<file path="config.mk">
export PLATFORM = sky130hd
export DESIGN_NAME = lcc_cluster
export DESIGN_NICKNAME = d
export VERILOG_FILES = /design/src/rtl/lcc_pkg.sv /design/src/rtl/lcc_cluster.sv
export SDC_FILE = /design/constraint.sdc
export NUM_CORES = 1
export LEC_CHECK = 0
export BUFFER_PORTS_ARGS = -buffer_cell sky130_fd_sc_hd__buf_4
export CAP_MARGIN = 20
export CORE_UTILIZATION = 55
export CTS_BUF_LIST = sky130_fd_sc_hd__clkbuf_16
export DETAILED_ROUTE_END_ITERATION = 7
export GPL_TIMING_DRIVEN = 0
export PLACE_DENSITY = 0.77
export SLEW_MARGIN = 40
export SYNTH_ARGS = -nofsm -noshare
export SYNTH_HDL_FRONTEND = slang
export SYNTH_SLANG_ARGS = --single-unit
</file>
<file path="constraint.sdc">
create_clock -name pclk -period 2.8 [get_ports pclk]
set_clock_uncertainty 0.1 [all_clocks]
set_input_delay 0.56 -clock pclk [delete_from_list [all_inputs] [get_ports pclk]]
set_output_delay 0.56 -clock pclk [all_outputs]
set_load 0.1 [all_outputs]
</file>
<file path="src/rtl/lcc_pkg.sv">
// How it works
// RULE1: cluster holds exactly ten cells
// RULE2: grouping holds 16 clusters, largest 24
// RULE3: each cell output reaches 29 cells
// RULE4: at most six control signals in use; code only flags more in status, never enforces
// RULE5: two clock lines, two enables per cluster
// RULE6: enable paired with its clock line
// RULE7: both edges use both clock lines
// RULE8: controls from local, global or dedicated; code gives the sync clear no dedicated source
// RULE9: async clear lines also preset/load
// RULE10: four-input table, any function
// RULE11: register acts as D, T, JK, SR
// RULE12: clock/clear from global, pins, logic
// RULE13: combinational use bypasses the register
// RULE14: two outputs, each table or register
// RULE15: registered and unregistered result together
// RULE16: carry links cells in order onward
// RULE17: carry-in feeds table and next stage
// RULE18: long chains skip to same-parity cluster
// RULE19: n-bit adder, final carry to routing
// RULE20: adder register bypassed or accumulates; code feeds no register output back into the adder
// RULE21: four globals from pins or logic
// RULE22: capture on selected edge with enable
// RULE23: sync clear beats sync load, cluster-wide
// RULE24: device reset overrides every control
package lcc_pkg;

  // ****************************************
  // structure
  // ****************************************
  localparam int unsigned CELLS          = 10;  // see RULE1
  localparam int unsigned GROUP_CLUSTERS = 16;  // see RULE2
  localparam int unsigned GROUP_LARGE    = 24;  // see RULE2
  localparam int unsigned FAST_FANOUT    = 29;  // see RULE3
  localparam int unsigned GLOBALS        = 4;
  localparam int unsigned CTL_SIGNALS    = 7;
  localparam logic [2:0]  MAX_CTL_IN_USE = 3'h6;

  // ****************************************
  // register map
  // ****************************************
  localparam logic [11:0] ADDR_CTRL      = 12'h000;
  localparam logic [11:0] ADDR_SRC       = 12'h004;
  localparam logic [11:0] ADDR_STATUS    = 12'h008;
  localparam logic [11:0] ADDR_CELL_BASE = 12'h040;
  localparam logic [11:0] ADDR_CELL_LAST = 12'h064;
  localparam logic [31:0] CTRL_RST       = 32'h0000_0000;
  localparam logic [31:0] SRC_RST        = 32'h0000_0000;
  localparam logic [31:0] CELL_RST       = 32'h0000_0000;

  // control word fields
  localparam int unsigned CTRL_GSEL_LSB  = 0;
  localparam int unsigned CTRL_DEVRST_EN = 4;
  localparam int unsigned CTRL_FALL_ONE  = 5;
  localparam int unsigned CTRL_FALL_TWO  = 6;
  localparam int unsigned CTRL_CARRY_USE = 7;
  localparam int unsigned CTRL_USE_LSB   = 8;

  // source word: one 4-bit field per cluster line, kind then index
  localparam int unsigned SRC_W          = 4;
  localparam int unsigned SRC_CLOCK_ONE  = 0;
  localparam int unsigned SRC_CLOCK_TWO  = 1;
  localparam int unsigned SRC_ENA_ONE    = 2;
  localparam int unsigned SRC_ENA_TWO    = 3;
  localparam int unsigned SRC_CLR_ONE    = 4;
  localparam int unsigned SRC_CLR_TWO    = 5;
  localparam int unsigned SRC_SCLR       = 6;
  localparam int unsigned SRC_SLOAD      = 7;
  localparam logic [1:0]  KIND_LOCAL     = 2'h0;
  localparam logic [1:0]  KIND_GLOBAL    = 2'h1;
  localparam logic [1:0]  KIND_DEDIC     = 2'h2;

  // cell word fields
  localparam int unsigned CELL_TABLE_LSB = 0;
  localparam int unsigned CELL_MODE_LSB  = 16;
  localparam int unsigned CELL_CLK_SEL   = 18;
  localparam int unsigned CELL_OUT0_SEL  = 19;
  localparam int unsigned CELL_OUT1_SEL  = 20;
  localparam int unsigned CELL_ACLR_LINE = 21;
  localparam int unsigned CELL_AFUNC_LSB = 22;
  localparam int unsigned CELL_ARITH     = 24;
  localparam logic [1:0]  MODE_D         = 2'h0;
  localparam logic [1:0]  MODE_T         = 2'h1;
  localparam logic [1:0]  MODE_JK        = 2'h2;
  localparam logic [1:0]  MODE_SR        = 2'h3;
  localparam logic [1:0]  AF_NONE        = 2'h0;
  localparam logic [1:0]  AF_CLEAR       = 2'h1;
  localparam logic [1:0]  AF_PRESET      = 2'h2;
  localparam logic [1:0]  AF_LOAD        = 2'h3;

  // status word fields
  localparam int unsigned ST_COUT        = 10;
  localparam int unsigned ST_OVER        = 11;
  localparam int unsigned ST_COUNT_LSB   = 12;

  typedef struct packed {
    logic [31:0]             ctrl;
    logic [31:0]             src;
    logic [CELLS-1:0][31:0]  cell_cfg;
    logic [CELLS-1:0]        q;
    logic [1:0]              line_prev;
    logic [CELLS-1:0]        out0;
    logic [CELLS-1:0]        out1;
    logic                    cout;
    logic                    over;
    logic [2:0]              used;
    logic [31:0]             prdata;
    logic                    pready;
    logic                    pslverr;
  } lcc_state_t;

endpackage

</file>
<file path="src/rtl/lcc_cluster.sv">
`timescale 1ns/1ns
`default_nettype none
module lcc_cluster
  import lcc_pkg::*;
(
  // apb
  input  wire logic                   pclk,
  input  wire logic                   presetn,
  input  wire logic                   psel,
  input  wire logic                   penable,
  input  wire logic                   pwrite,
  input  wire logic [11:0]            paddr,
  input  wire logic [31:0]            pwdata,
  output logic      [31:0]            prdata,
  output logic                        pready,
  output logic                        pslverr,
  // control sources
  input  wire logic [3:0]             local_ctl,
  input  wire logic [GLOBALS-1:0]     dedicated_in,
  input  wire logic [GLOBALS-1:0]     internal_ctl,
  input  wire logic [3:0]             dedicated_clock,
  input  wire logic                   device_wide_reset_n,
  // cell data
  input  wire logic [CELLS-1:0][3:0]  cell_data,
  input  wire logic [CELLS-1:0]       load_data,
  // carry chain
  input  wire logic                   carry_in,
  output logic                        carry_skip_out,
  output logic                        carry_route_out,
  // cell outputs
  output logic      [CELLS-1:0]       cell_out0,
  output logic      [CELLS-1:0]       cell_out1
);

  // ****************************************
  // state
  // ****************************************
  lcc_state_t st_ff;
  lcc_state_t nxt_st;

  logic [GLOBALS-1:0] global_sig;
  logic [CELLS:0]     carry;
  logic [CELLS-1:0]   table_val;

  // a global is steered per line from its pin or from fabric logic
  assign global_sig = (st_ff.ctrl[CTRL_GSEL_LSB +: GLOBALS] & internal_ctl)
                    | (~st_ff.ctrl[CTRL_GSEL_LSB +: GLOBALS] & dedicated_in);
  // see RULE21

  function automatic logic pick(
    input logic [3:0] f,
    input logic [3:0] loc,
    input logic [3:0] glb,
    input logic [3:0] ded,
    input logic       allow_ded
  );
    logic [1:0] k;
    logic [1:0] ix;
    k  = f[3:2];
    ix = f[1:0];
    if (k == KIND_GLOBAL) begin
      pick = glb[ix];
    end else if (k == KIND_DEDIC && allow_ded) begin
      pick = ded[ix];
    end else begin
      pick = loc[ix];
    end
  endfunction

  // ****************************************
  // per-cell table and carry
  // ****************************************
  // non-arith cells pass the carry through so a chain can span gaps
  assign carry[0] = st_ff.ctrl[CTRL_CARRY_USE] & carry_in; // see RULE18

  for (genvar gi = 0; gi < CELLS; gi++) begin : g_cell
    logic [31:0] cfg;
    logic [15:0] tbl;
    logic        arith;
    logic [3:0]  tin;
    logic        a;
    logic        b;
    logic        c;
    assign cfg   = st_ff.cell_cfg[gi];
    assign tbl   = cfg[CELL_TABLE_LSB +: 16];
    assign arith = cfg[CELL_ARITH];
    assign a     = cell_data[gi][0];
    assign b     = cell_data[gi][1];
    assign c     = carry[gi];
    // carry-in replaces data input two in arith cells
    assign tin   = {cell_data[gi][3], arith ? c : cell_data[gi][2], b, a};
    // see RULE17
    assign table_val[gi] = tbl[tin]; // see RULE10
    assign carry[gi+1]   = arith ? ((a & b) | (a & c) | (b & c)) : c;
    // see RULE16
  end

  // ****************************************
  // next state
  // ****************************************
  always_comb begin
    logic       line_one;
    logic       line_two;
    logic       edge_one;
    logic       edge_two;
    logic       ena_one;
    logic       ena_two;
    logic       clr_one;
    logic       clr_two;
    logic       sclr;
    logic       sload;
    logic       hit;
    logic       ro;
    logic [11:0] coff;
    logic [3:0] cidx;
    logic [31:0] rd;
    logic [31:0] cfg;
    logic [1:0] mode;
    logic [1:0] afunc;
    logic       t;
    logic       k;
    logic       qv;
    logic       dn;
    logic       capture;
    logic       aclr;
    logic [2:0] cnt;
    line_one = 1'b0;
    line_two = 1'b0;
    edge_one = 1'b0;
    edge_two = 1'b0;
    ena_one  = 1'b0;
    ena_two  = 1'b0;
    clr_one  = 1'b0;
    clr_two  = 1'b0;
    sclr     = 1'b0;
    sload    = 1'b0;
    hit      = 1'b0;
    ro       = 1'b0;
    coff     = 12'h000;
    cidx     = 4'h0;
    rd       = 32'h0000_0000;
    cfg      = 32'h0000_0000;
    mode     = MODE_D;
    afunc    = AF_NONE;
    t        = 1'b0;
    k        = 1'b0;
    qv       = 1'b0;
    dn       = 1'b0;
    capture  = 1'b0;
    aclr     = 1'b0;
    cnt      = 3'h0;
    nxt_st   = st_ff;

    // cluster lines from their chosen sources
    line_one = pick(st_ff.src[SRC_CLOCK_ONE*SRC_W +: SRC_W], local_ctl,
                    global_sig, dedicated_clock, 1'b1); // see RULE8
    line_two = pick(st_ff.src[SRC_CLOCK_TWO*SRC_W +: SRC_W], local_ctl,
                    global_sig, dedicated_clock, 1'b1); // see RULE5
    ena_one  = pick(st_ff.src[SRC_ENA_ONE*SRC_W +: SRC_W], local_ctl,
                    global_sig, dedicated_clock, 1'b1);
    ena_two  = pick(st_ff.src[SRC_ENA_TWO*SRC_W +: SRC_W], local_ctl,
                    global_sig, dedicated_clock, 1'b1);
    clr_one  = pick(st_ff.src[SRC_CLR_ONE*SRC_W +: SRC_W], local_ctl,
                    global_sig, dedicated_clock, 1'b1); // see RULE12
    clr_two  = pick(st_ff.src[SRC_CLR_TWO*SRC_W +: SRC_W], local_ctl,
                    global_sig, dedicated_clock, 1'b1);
    // no dedicated-clock path exists for the sync clear
    sclr     = pick(st_ff.src[SRC_SCLR*SRC_W +: SRC_W], local_ctl,
                    global_sig, dedicated_clock, 1'b0); // see RULE8
    sload    = pick(st_ff.src[SRC_SLOAD*SRC_W +: SRC_W], local_ctl,
                    global_sig, dedicated_clock, 1'b1);

    // each line has its own polarity; mixed edges need both lines
    edge_one = st_ff.ctrl[CTRL_FALL_ONE] ? (st_ff.line_prev[0] & ~line_one)
                                         : (~st_ff.line_prev[0] & line_one);
    edge_two = st_ff.ctrl[CTRL_FALL_TWO] ? (st_ff.line_prev[1] & ~line_two)
                                         : (~st_ff.line_prev[1] & line_two);
    // see RULE7
    nxt_st.line_prev = {line_two, line_one};

    // ****************************************
    // cell registers and outputs
    // ****************************************
    for (int i = 0; i < CELLS; i++) begin
      cfg   = st_ff.cell_cfg[i];
      mode  = cfg[CELL_MODE_LSB +: 2];
      afunc = cfg[CELL_AFUNC_LSB +: 2];
      t     = table_val[i];
      k     = cell_data[i][3];
      qv    = st_ff.q[i];
      case (mode)
        MODE_T:  dn = qv ^ t;
        MODE_JK: dn = (t & ~qv) | (~k & qv);
        MODE_SR: dn = t & ~k ? 1'b1 : (k & ~t ? 1'b0 : qv);
        default: dn = t;
      endcase
      // see RULE11
      capture = cfg[CELL_CLK_SEL] ? (edge_two & ena_two)
                                  : (edge_one & ena_one); // see RULE6
      if (capture) begin
        if (sclr) begin
          qv = 1'b0;
        end else if (sload) begin
          qv = load_data[i];
        end else begin
          qv = dn; // see RULE20
        end
      end
      // see RULE22
      // see RULE23
      aclr = cfg[CELL_ACLR_LINE] ? clr_two : clr_one;
      if (aclr) begin
        case (afunc)
          AF_CLEAR:  qv = 1'b0;
          AF_PRESET: qv = 1'b1;
          AF_LOAD:   qv = load_data[i];
          default:   qv = qv;
        endcase
      end
      // see RULE9
      // preset cells come up set, as the inverted preset implies
      if (st_ff.ctrl[CTRL_DEVRST_EN] && !device_wide_reset_n) begin
        qv = (afunc == AF_PRESET);
      end
      // see RULE24
      nxt_st.q[i] = qv;
      // outputs show the table and register as stored last cycle
      nxt_st.out0[i] = cfg[CELL_OUT0_SEL] ? st_ff.q[i] : t; // see RULE14
      nxt_st.out1[i] = cfg[CELL_OUT1_SEL] ? st_ff.q[i] : t; // see RULE13
      // see RULE15
    end
    nxt_st.cout = carry[CELLS]; // see RULE19

    // control-signal budget is only flagged, never enforced
    for (int j = 0; j < CTL_SIGNALS; j++) begin
      cnt = cnt + {2'h0, st_ff.ctrl[CTRL_USE_LSB + j]};
    end
    nxt_st.used = cnt;
    nxt_st.over = (cnt > MAX_CTL_IN_USE); // see RULE4

    // ****************************************
    // apb slave, one wait state
    // ****************************************
    coff = paddr - ADDR_CELL_BASE;
    cidx = coff[5:2];
    if (paddr == ADDR_CTRL) begin
      hit = 1'b1;
      rd  = st_ff.ctrl;
    end else if (paddr == ADDR_SRC) begin
      hit = 1'b1;
      rd  = st_ff.src;
    end else if (paddr == ADDR_STATUS) begin
      hit = 1'b1;
      ro  = 1'b1;
      rd  = {17'h0_0000, st_ff.used, st_ff.over, st_ff.cout, st_ff.q};
    end else if (paddr >= ADDR_CELL_BASE && paddr <= ADDR_CELL_LAST
                 && paddr[1:0] == 2'h0) begin
      hit = 1'b1;
      rd  = st_ff.cell_cfg[cidx];
    end

    nxt_st.pready  = 1'b0;
    nxt_st.pslverr = 1'b0;
    if (psel && penable && !st_ff.pready) begin
      nxt_st.pready  = 1'b1;
      nxt_st.pslverr = !hit || (pwrite && ro);
      // read data stays put across writes until the next read
      if (!pwrite) begin
        nxt_st.prdata = hit ? rd : 32'h0000_0000;
      end
    end
    if (psel && penable && st_ff.pready && pwrite && !st_ff.pslverr) begin
      if (paddr == ADDR_CTRL) begin
        nxt_st.ctrl = pwdata;
      end else if (paddr == ADDR_SRC) begin
        nxt_st.src = pwdata;
      end else if (hit && !ro) begin
        nxt_st.cell_cfg[cidx] = pwdata;
      end
    end
  end

  // ****************************************
  // registers
  // ****************************************
  always_ff @(posedge pclk or negedge presetn) begin
    if (!presetn) begin
      st_ff.ctrl      <= CTRL_RST;
      st_ff.src       <= SRC_RST;
      st_ff.cell_cfg  <= {CELLS{CELL_RST}};
      st_ff.q         <= '0;
      st_ff.line_prev <= 2'h0;
      st_ff.out0      <= '0;
      st_ff.out1      <= '0;
      st_ff.cout      <= 1'b0;
      st_ff.over      <= 1'b0;
      st_ff.used      <= 3'h0;
      st_ff.prdata    <= 32'h0000_0000;
      st_ff.pready    <= 1'b0;
      st_ff.pslverr   <= 1'b0;
    end else begin
      st_ff <= nxt_st;
    end
  end

  assign prdata          = st_ff.prdata;
  assign pready          = st_ff.pready;
  assign pslverr         = st_ff.pslverr;
  assign carry_skip_out  = st_ff.cout; // see RULE18
  assign carry_route_out = st_ff.cout;
  assign cell_out0       = st_ff.out0;
  assign cell_out1       = st_ff.out1;

endmodule
`default_nettype wire

</file>
==> results of run 1 <==
cell usage after synthesis, drive strengths merged, types with 17 or more instances:
master  instances
dfrtp         455
mux2          412
mux4          131
clkbuf        106
nand2         105
buf            89
nor2           85
o21ai          76
mux2i          75
o22ai          51
a21oi          35
inv            25
a22oi          22
nand3          22
a22o           19
a221oi         17
o31ai          17
cells in the final DEF, fill, tap and decap left out, types with 6 or more instances in the layout:
cell	instances
dfrtp_1	446
mux2_2	405
buf_4	240
mux4_2	128
nand2_1	101
nor2_1	80
clkbuf_1	73
o21ai_0	64
mux2i_1	61
clkbuf_16	50
o22ai_1	50
inv_1	33
clkbuf_2	30
a21oi_1	29
nand3_1	21
a22oi_1	21
buf_2	18
o31ai_1	17
a22o_1	17
nor2b_1	14
buf_1	13
clkinv_1	13
clkinv_2	12
nand2b_1	11
a221oi_1	11
nor3_1	10
a21o_1	10
o21ai_1	10
mux2i_4	9
and2_1	9
o211ai_1	9
dfrtp_2	9
buf_16	7
a221oi_2	6
a32oi_1	6
where the power goes:
part           switching [uW]  internal, uW  leakage (uW)
Combinational             758           403       0.00653
Sequential               50.2          6600       0.00630
Clock                    2680          3610      0.000783
Total                    3490         10600        0.0136
final timing paths:
| kind | start | end | slack [ns] | cells after the start |
|---|---|---|---|---|
| hold / removal | pwdata[27] | g_cell[7].cfg[27] | 0.14 | 2 |
| hold reg to reg | pready | pready | 0.38 | 1 |
| max in group asynchronous | presetn | pslverr | 1.29 | 4 |
| setup / recovery | st_ff[430] | cell_out0[7] | -0.18 | 8 |
| min in group asynchronous | presetn | g_cell[3].cfg[8] | 0.33 | 2 |
| setup reg to reg | st_ff[430] | cell_out0[7] | -0.18 | 8 |
flip-flops by register name (all words and copies together), names as in the netlist:
| name | count |
|---|---|
| g_cell.cfg | 320 |
| st_ff | 80 |
| prdata | 32 |
| cell_out0 | 10 |
| cell_out1 | 10 |
| carry_route_out | 1 |
| pready | 1 |
| pslverr | 1 |
layer usage:
| layer | up-vias | wire, um | part of all wire, % | global-route usage, % |
|---|---|---|---|---|
| met5 | - | 13 | 0.017 | 0 |
| met4 | 2 | 3016 | 4.0 | 13.92 |
| met3 | 178 | 7753 | 10 | 7.740 |
| met2 | 1119 | 35000 | 46 | 52.58 |
| met1 | 9474 | 30360 | 40 | 47.87 |
| li1 | 7664 | - | - | - |
area by class of cell:
type / count / area [sq um]
Fill cell: 3173 / 14420
Multi-Input combinational cell: 1228 / 12420
Sequential cell: 455 / 11400
Timing Repair Buffer: 204 / 1755
Clock buffer: 49 / 1226
Buffer: 193 / 1023
Tap cell: 585 / 732.0
Clock inverter: 38 / 292.8
Inverter: 26 / 97.59
logic make-up (layout without fill, tap and decap cells):
group / count (synthesis) / in the layout / synth area share (%)
xor+xnor: 4 / 4 / 0.1439
simple gates: 287 / 287 / 5.340
fa+ha+maj: 6 / 6 / 0.4112
mux: 618 / 618 / 34.34
buf+inv: 221 / 510 / 4.271
compound gates: 313 / 313 / 8.722
flops: 455 / 455 / 46.77
timing repair:
item / 4_1_cts / 5_1_grt
pin swaps: 25 / 12
setup buffers: 32 / 5
endpoints found under the setup margin: 349 / 268
hold buffers: 1 / 0
gates resized for setup: 81 / 51
hold endpoints to repair: 25 / 0
worst max-delay path: stages (launching register included):
cell and delay (ns):
dfrtp_2 0.50, a22o_4 0.27, a22o_4 0.28, a21o_1 0.20, a31o_4 0.26, a31oi_4 0.19
mux4_2 0.57, buf_4 0.17, mux2_4 0.30
per-stage QoR:
step	utilization (%)	std cells	cell area, sq um
final	66.74	2778	28940
after global routing	66.74	2778	28940
after CTS	66.29	2774	28740
after detailed placement	61.32	2655	26590
after global placement	60.78	2648	26350
after floorplan	-	1904	24430
==> flow_summary_export.csv, run 1 <==
group,metric,value,unit
outcome,outcome,"finished, violations left",
outcome,violations,"negative setup slack",
floorplanning,die_h,212.4,um
setup_path,required,3.16,ns
placed_design,dp_slack,-1.190,ns
logic_synthesis,yosys.area.top_type,"dfrtp_1",
sta,hold_ws,0.1373,ns
setup_path,crit_path_end_kind,"flip-flop",
logic_synthesis,syn_inst,1904,
setup_path,timing_worst_setup_path_type,"reg2reg",
logic_synthesis,ys_seq_area_share,46.77,%
clock_tree,cts_buffer_depth,3,
grt,antenna_found_initial,1,
clock_tree,htree_levels,2,
route,via_per_inst,6.637,
placed_design,place_congestion,0.9456,
placed_design,portBuffers,159,
route,drtAntennaViolNets,0,
floorplanning,ioPinCount,173,
logic_synthesis,synthDistinctLibCells,73,
final_layout,drive_above_1_share,45.28,%
sta,min_period,2.977,ns
logic_synthesis,avgSynthCellArea,12.79,sq um
sta,max_freq,335.9,MHz
grt,grt_pass1_vias,18220,
final_layout,nets,2277,
grt,grt_pass1_wl,113800,um
route,drc_errors,0,
clock_tree,clock_latency,0.59,ns
sta,hold_viol,0,
logic_synthesis,synth_top_area_share,46.77,%
logic_synthesis,synth_area,0.02434,sq mm
worst_hold_path,min_path_type,"in2reg",
route,drt-total-wl,76150,um
logic_synthesis,synthArstFlopShare,100.0,%
grt,grt_max_degree,77,
sta,tightest_slew,0.7642,ns
final_layout,antennaDiodeCount,0,
setup_path,crit_fanout,4,
grt,track_usage,34.42,%
sta,drv_slew,0,
clock_tree,cts_tree,"built",
pwr,power.total,14100,uW
setup_path,start_kind,"flip-flop",
placed_design,hpwl,57780,um
floorplanning,design.core.area,0.04336,sq mm
setup_path,arrival,3.34,ns
route,avgRoutedWirePerCell,27.41,um
pwr,power.leakage,0.01362,uW
logic_synthesis,ys.flop_type,"dfrtp_1",
clock_tree,cts.clk_slew.worst_paths,0.06,ns
logic_synthesis,syn-num-nets,2025,
logic_synthesis,yosys-top-cells-area,"dfrtp_1 (47%), mux2_2 (19%), mux4_2 (12%)",
sta,fin_tns_setup,-1.942,ns
logic_synthesis,synth_edf_count,0,
clock_tree,numCtsBuffers,48,
flow_run,max_cap_violations,0,
floorplanning,std_cell_rows,76,
sta,worst_slack,-0.1773,ns
sta,timing.final.crit_share,106.3,%
logic_synthesis,yosys_register_bits,455,
clock_tree,clock-root-buffer,"clkbuf_16",
route,drtIter0Drc,2192,
grt,grt_overflow_total,0,
logic_synthesis,ys_warn_count,0,
floorplanning,dieArea,0.04511,sq mm
sta,rsz0062_at_grt,"true",
route,via_count,18440,
pwr,ir_worst_vdd,401.5,uV
final_layout,area_growth,18.89,%
route,firstDrtPassIters,5,
sta,relSlewSlack,49.05,%
clock_tree,cts.sink_count,455,
pwr,power.density,487.2,mW/mm^2
floorplanning,die_x,212.4,um
floorplanning,start_util,56.14,%
sta,setup_viol,37,
(Power assumes the default switching activity.)
==> inputs of run 2 (changes only) <==
==> constraint.sdc (replaced) <==
create_clock -name pclk -period 2.46 [get_ports pclk]
set_clock_uncertainty 0.1 [all_clocks]
set_input_delay 0.492 -clock pclk [delete_from_list [all_inputs] [get_ports pclk]]
set_output_delay 0.492 -clock pclk [all_outputs]
set_load 0.1 [all_outputs]
==> run 2 against run 1 <==
  * The run still ends with negative setup slack left
  * Worst setup slack worse by 0.34 ns
  * Non-clock buffer count is 32 higher
  * Maximum frequency hardly changed
  * Critical path type unchanged
==> flow_summary_export.csv, run 2 (synthesis results as in run 1) <==
group,metric,value,unit
outcome,outcome,"finished, violations left",
outcome,violations,"negative setup slack",
final_layout,nets,2310,
placed_design,place_congestion,0.9606,
placed_design,portBuffers,159,
final_layout,mostFrequentLayoutCell,"dfrtp_1",
clock_tree,cts_tree,"built",
setup_path,cpMaxStageDelayCell,"mux4_2",
pwr,power.density,553.6,mW/mm^2
clock_tree,clock_latency,0.59,ns
final_layout,multi_input_area,0.01284,sq mm
clock_tree,htree_levels,2,
final_layout,largest_reg_flops,320,
worst_hold_path,worst_hold_startpoint,"pwdata[27]",
clock_tree,clock-root-buffer,"clkbuf_16",
sta,max_freq,336.0,MHz
clock_tree,numCtsBuffers,48,
sta,worst_slack,-0.5165,ns
route,drtAntennaViolNets,0,
sta,hold_viol,0,
worst_hold_path,hold_end,"g_cell[7].cfg[27]",
sta,hold_ws,0.06484,ns
pwr,power.total,16650,uW
grt,antenna_found_initial,2,
floorplanning,design.core.area,0.04336,sq mm
sta,min_period,2.976,ns
sta,timing.final.crit_share,121.0,%
worst_hold_path,min_path_type,"in2reg",
pwr,power.leakage,0.01405,uW
clock_tree,cts.clk_slew.worst_paths,0.06,ns
grt,grt_pass1_wl,117800,um
setup_path,regToRegStartpoint,"st_ff[430]",
floorplanning,dieArea,0.04511,sq mm
clock_tree,cts.sink_count,455,
sta,rsz0062_at_grt,"true",
setup_path,timing.rr.end,"cell_out0[7]",
final_layout,drive_above_1_share,49.08,%
route,via_per_inst,6.678,
grt,grt_overflow_total,0,
placed_design,dpl_cell_area,0.02671,sq mm
route,drt-total-wl,80000,um
sta,relSlewSlack,45.26,%
clock_tree,cts_buffer_depth,3,
final_layout,seqCellArea,0.01140,sq mm
route,avgRoutedWirePerCell,28.47,um
flow_run,max_cap_violations,0,
route,drtIter0Drc,2139,
floorplanning,start_util,56.14,%
placed_design,hpwl,58050,um
placed_design,dp.cells,2654,
setup_path,arrival,3.34,ns
sta,drv_slew,0,
final_layout,fill_cells,2989,
setup_path,path_cells,"a22o_1, a22o_4, a21o_1, a31o_4, a31oi_4, mux4_2, buf_6, mux2_4",
pwr,ir_worst_vdd,451.1,uV
setup_path,timing.reg2reg.worst_path_depth,8,
sta,tightest_slew,0.8211,ns
grt,grt_pass1_vias,18930,
final_layout,fin_cells,2810,
worst_hold_path,hold_depth,2,
setup_path,crit_fanout,3,
route,via_count,18770,
route,drc_errors,0,
final_layout,layout_common_cells,"dfrtp_1 (443), mux2_2 (381), buf_4 (258), mux4_2 (128), nand2_1 (97)",
floorplanning,ioPinCount,173,
setup_path,crit_path_end_kind,"flip-flop",
route,firstDrtPassIters,8,
grt,grt_max_degree,81,
floorplanning,std_cell_rows,76,
setup_path,required,2.82,ns
setup_path,r2r_setup_slack,-0.52,ns
setup_path,start_kind,"flip-flop",
final_layout,area_growth,23.52,%
floorplanning,die_x,212.4,um
floorplanning,die_h,212.4,um
setup_path,critical-path-max-stage-delay,0.56,ns
final_layout,fin_area,0.03007,sq mm
grt,track_usage,35.72,%
final_layout,antennaDiodeCount,0,
sta,setup_viol,134,
setup_path,timing_worst_setup_path_type,"reg2reg",
[run 2: where the power goes]
group / switching [uW] / internal [uW] / total, uW / leakage, uW
registers: 60.2 / 7510 / 7570 / 0.00630
logic: 892 / 476 / 1370 / 0.00692
clock network: 3140 / 4570 / 7710 / 0.000831
[run 2: metrics by stage]
| step | setup TNS, ns | utilization [%] | setup slack, ns |
|---|---|---|---|
| final | -10.99 | 69.34 | -0.5165 |
| after floorplan | -2.977 | - | -0.3389 |
| after global placement | -1984.94 | 61.16 | -4.487 |
| after global routing | -16.40 | 69.34 | -0.5492 |
| after CTS | -7.850 | 68.15 | -0.4452 |
| after detailed placement | -336.07 | 61.59 | -1.368 |
[run 2: worst max path at each step]
stage / start / to
finish: st_ff[430] / cell_out0[7]
global route: st_ff[430] / st_ff[69]
CTS: st_ff[430] / st_ff[68]
detailed placement: paddr[2] / prdata[2]
global placement: presetn / pready
floorplan: cell_data[4] / st_ff[68]
[run 2: critical path, delay by kind of cell (launching register included)]
family                 cells  cell delay [ns]
AOI/OAI and AO/OA          5             1.25
muxes                      2             0.86
DFF                        1             0.49
buffers and inverters      1             0.15
[run 2: metal layers]
| metal | GRT usage [%] | wire (um) | vias up |
|---|---|---|---|
| met2 | 54.71 | 36420 | 1183 |
| li1 | - | - | 7713 |
| met4 | 17.81 | 4072 | 4 |
| met5 | 0 | 23 | - |
| met3 | 7.710 | 8153 | 240 |
| met1 | 48.39 | 31330 | 9626 |
[run 2: final cells by class]
class | instances | area share [%]
multi-input cells | 1229 | 42.71
flip-flops and latches | 455 | 37.92
repair buffers | 236 | 7.107
clock buffers | 49 | 4.078
plain buffers | 193 | 4.028
well taps | 585 | 2.434
clock inverters | 37 | 1.394
inverters | 26 | 0.3246
[run 2: timing repair]
item | in CTS | in global routing
buffers inserted | 53 | 16
pin swaps | 39 | 30
gates cloned | 2 | 3
hold buffers | 1 | 0
hold endpoints to repair | 38 | 0
resized for setup | 171 | 99
endpoints found under the setup margin | 355 | 351
==> inputs of run 3 (changes only) <==
--- a/config.mk
+++ b/config.mk
@@ -7,11 +7,11 @@
 export LEC_CHECK = 0
 export BUFFER_PORTS_ARGS = -buffer_cell sky130_fd_sc_hd__buf_4
 export CAP_MARGIN = 20
-export CORE_UTILIZATION = 55
-export CTS_BUF_LIST = sky130_fd_sc_hd__clkbuf_16
+export CORE_UTILIZATION = 57
+export CTS_BUF_LIST = sky130_fd_sc_hd__clkbuf_8
 export DETAILED_ROUTE_END_ITERATION = 7
 export GPL_TIMING_DRIVEN = 0
-export PLACE_DENSITY = 0.77
+export PLACE_DENSITY = 0.79
 export SLEW_MARGIN = 40
 export SYNTH_ARGS = -nofsm -noshare
 export SYNTH_HDL_FRONTEND = slang
==> run 3 against run 2 <==
  * Largest power group is now sequential cells
  * Flip-flop and latch count unchanged
  * Highest routed layer is now met4
  * First-iteration DRC count increased by 3.0%
  * Clock power decreased by 8.2%
  * Global-route usage increased by 0.49 points
  * Maximum frequency increased by 2.8%
  * Utilization increased by 1.4 points
  * Largest cell class unchanged
  * The flow still finishes with violations (negative setup slack)
  * Worst setup slack improved by 0.080 ns
  * Critical endpoint is now st_ff[66]
  * Die area decreased by 3.5%
==> flow_summary_export.csv, run 3 (synthesis results as in run 1) <==
group,metric,value,unit
placed_design,hpwl,57240,um
clock_tree,numCtsBuffers,76,
final_layout,area_growth,22.19,%
final_layout,layout_common_cells,"dfrtp_1 (444), mux2_2 (400), buf_4 (258), mux4_2 (128), clkbuf_8 (109)",
sta,setup_viol,62,
final_layout,mostFrequentLayoutCell,"dfrtp_1",
pwr,power.leakage,0.01408,uW
sta,rsz0062_at_grt,"true",
placed_design,place_congestion,0.9670,
clock_tree,clock-root-buffer,"clkbuf_8",
clock_tree,cts_buffer_depth,3,
placed_design,dp.cells,2609,
setup_path,crit_path_end_kind,"flip-flop",
placed_design,portBuffers,159,
final_layout,final_util,70.75,%
clock_tree,cts.clk_slew.worst_paths,0.07,ns
floorplanning,die_h,208.7,um
setup_path,cpLargestDelayFamily,"compound AO/OA/AOI/OAI gates",
setup_path,required,2.95,ns
route,via_count,18910,
route,drtAntennaViolNets,0,
clock_tree,htree_levels,3,
final_layout,fill_cells,2767,
floorplanning,dieArea,0.04354,sq mm
clock_tree,clock_latency,0.66,ns
floorplanning,design.core.area,0.04204,sq mm
clock_tree,cts.sink_count,455,
pwr,ir_worst_vdd,608.4,uV
final_layout,drive_above_1_share,48.70,%
sta,tightest_slew,0.8980,ns
setup_path,start_kind,"flip-flop",
final_layout,fin_cells,2814,
floorplanning,die_x,208.7,um
sta,min_period,2.896,ns
worst_hold_path,min_path_type,"in2reg",
floorplanning,std_cell_rows,75,
floorplanning,start_util,57.90,%
route,via_per_inst,6.718,
sta,worst_slack,-0.4360,ns
sta,relSlewSlack,40.13,%
setup_path,path_cells,"mux2i_4, mux4_2, a211o_1, a211o_1, a21oi_4, buf_12, mux2i_4, or3b_1, o21ai_1",
setup_path,critical-path-max-stage-delay,0.47,ns
grt,grt_pass1_wl,116800,um
outcome,outcome,"finished, violations left",
setup_path,timing_worst_setup_path_type,"reg2reg",
route,drc_errors,0,
grt,antenna_found_initial,0,
final_layout,antennaDiodeCount,0,
grt,track_usage,36.22,%
sta,drv_slew,0,
sta,hold_ws,0.02682,ns
route,drtIter0Drc,2203,
route,drt-total-wl,78530,um
outcome,violations,"negative setup slack",
flow_run,max_cap_violations,0,
grt,grt_max_degree,80,
pwr,power.total,16020,uW
setup_path,arrival,3.39,ns
setup_path,crit_buf_inv,1,
route,firstDrtPassIters,7,
clock_tree,cts_tree,"built",
final_layout,largest_reg_flops,320,
sta,hold_viol,0,
setup_path,crit_fanout,8,
setup_path,cpMaxStageDelayCell,"mux4_2",
grt,grt_overflow_total,0,
route,avgRoutedWirePerCell,27.91,um
sta,timing.final.crit_share,117.7,%
grt,grt_pass1_vias,18910,
final_layout,nets,2339,
pwr,power.density,538.7,mW/mm^2
floorplanning,ioPinCount,173,
sta,max_freq,345.3,MHz
## run 3: changes by cell type in the layout (fill, tap and decap cells not counted), moves of 6 or more
cell | before | now
mux2_4 | 29 | 10
mux2_2 | 381 | 400
buf_12 | 13 | 7
clkinv_1 | 8 | 1
dlygate4sd3_1 | 1 | 13
clkbuf_8 | 6 | 109
bufinv_16 | 9 | 3
clkbuf_16 | 52 | 1
inv_1 | 29 | 48
clkbuf_2 | 25 | 18
## run 3: timing repair
| action | 4_1_cts | 5_1_grt |
|---|---|---|
| cloned | 1 | 0 |
| endpoints found under the hold margin | 137 | 0 |
| hold buffers | 13 | 0 |
| setup endpoints to repair | 350 | 324 |
| resized for setup | 126 | 104 |
| buffers inserted | 43 | 17 |
| pin swaps | 33 | 39 |
## run 3: path summary, 6_finish.rpt
kind                            startpoint                 to  slack (ns)  cells past startpoint
worst max-delay path            st_ff[425]          st_ff[66]       -0.44                      9
min in group asynchronous          presetn         st_ff[446]        0.22                      2
worst min register to register   prdata[0]          prdata[0]        0.38                      2
worst min-delay path            pwdata[17]  g_cell[7].cfg[17]        0.03                      2
worst max register to register  st_ff[425]          st_ff[66]       -0.44                      9
max in group asynchronous          presetn  g_cell[0].cfg[14]        0.78                      5
## run 3: power breakdown
part	switching [uW]	total [uW]	internal, uW
registers	58.9	7570	7510
clock network	3160	7080	3920
logic	887	1380	488
## run 3: per-layer routing
| metal | track usage, % | vias to the layer above | routed length, um |
|---|---|---|---|
| met5 | 0 | - | 0 |
| met3 | 9.318 | 264 | 8942 |
| li1 | - | 7758 | - |
| met4 | 18.36 | 0 | 4207 |
| met1 | 49.51 | 9572 | 30260 |
| met2 | 54.00 | 1311 | 35120 |
## run 3: cell type report
type / count / area (sq um) / area share [%]
multi-input cells: 1228 / 12670 / 42.61
flip-flops and latches: 455 / 11400 / 38.33
repair buffers: 238 / 2079 / 6.991
clock buffers: 99 / 1363 / 4.581
plain buffers: 193 / 1216 / 4.089
well taps: 539 / 674.4 / 2.267
clock inverters: 36 / 237.7 / 0.7992
inverters: 26 / 97.59 / 0.3281
## run 3: worst register-to-register path, stage by stage (launching register included)
cell and delay (ns):
dfrtp_2 0.43, mux2i_4 0.24, mux4_2 0.47, a211o_1 0.30, a211o_1 0.30, a21oi_4 0.24
buf_12 0.19, mux2i_4 0.08, or3b_1 0.38, o21ai_1 0.12
## run 3: through the flow
| stage | instance area [sq um] | setup WS, ns | TNS, ns |
|---|---|---|---|
| 2_1_floorplan | 24590 | -0.3389 | -2.977 |
| 3_3_place_gp | 26460 | -4.483 | -1991.72 |
| 3_5_place_dp | 26670 | -1.259 | -337.66 |
| 4_1_cts | 29230 | -0.4663 | -6.584 |
| 5_1_grt | 29740 | -0.4998 | -10.18 |
| 6_report | 29740 | -0.4360 | -7.968 |
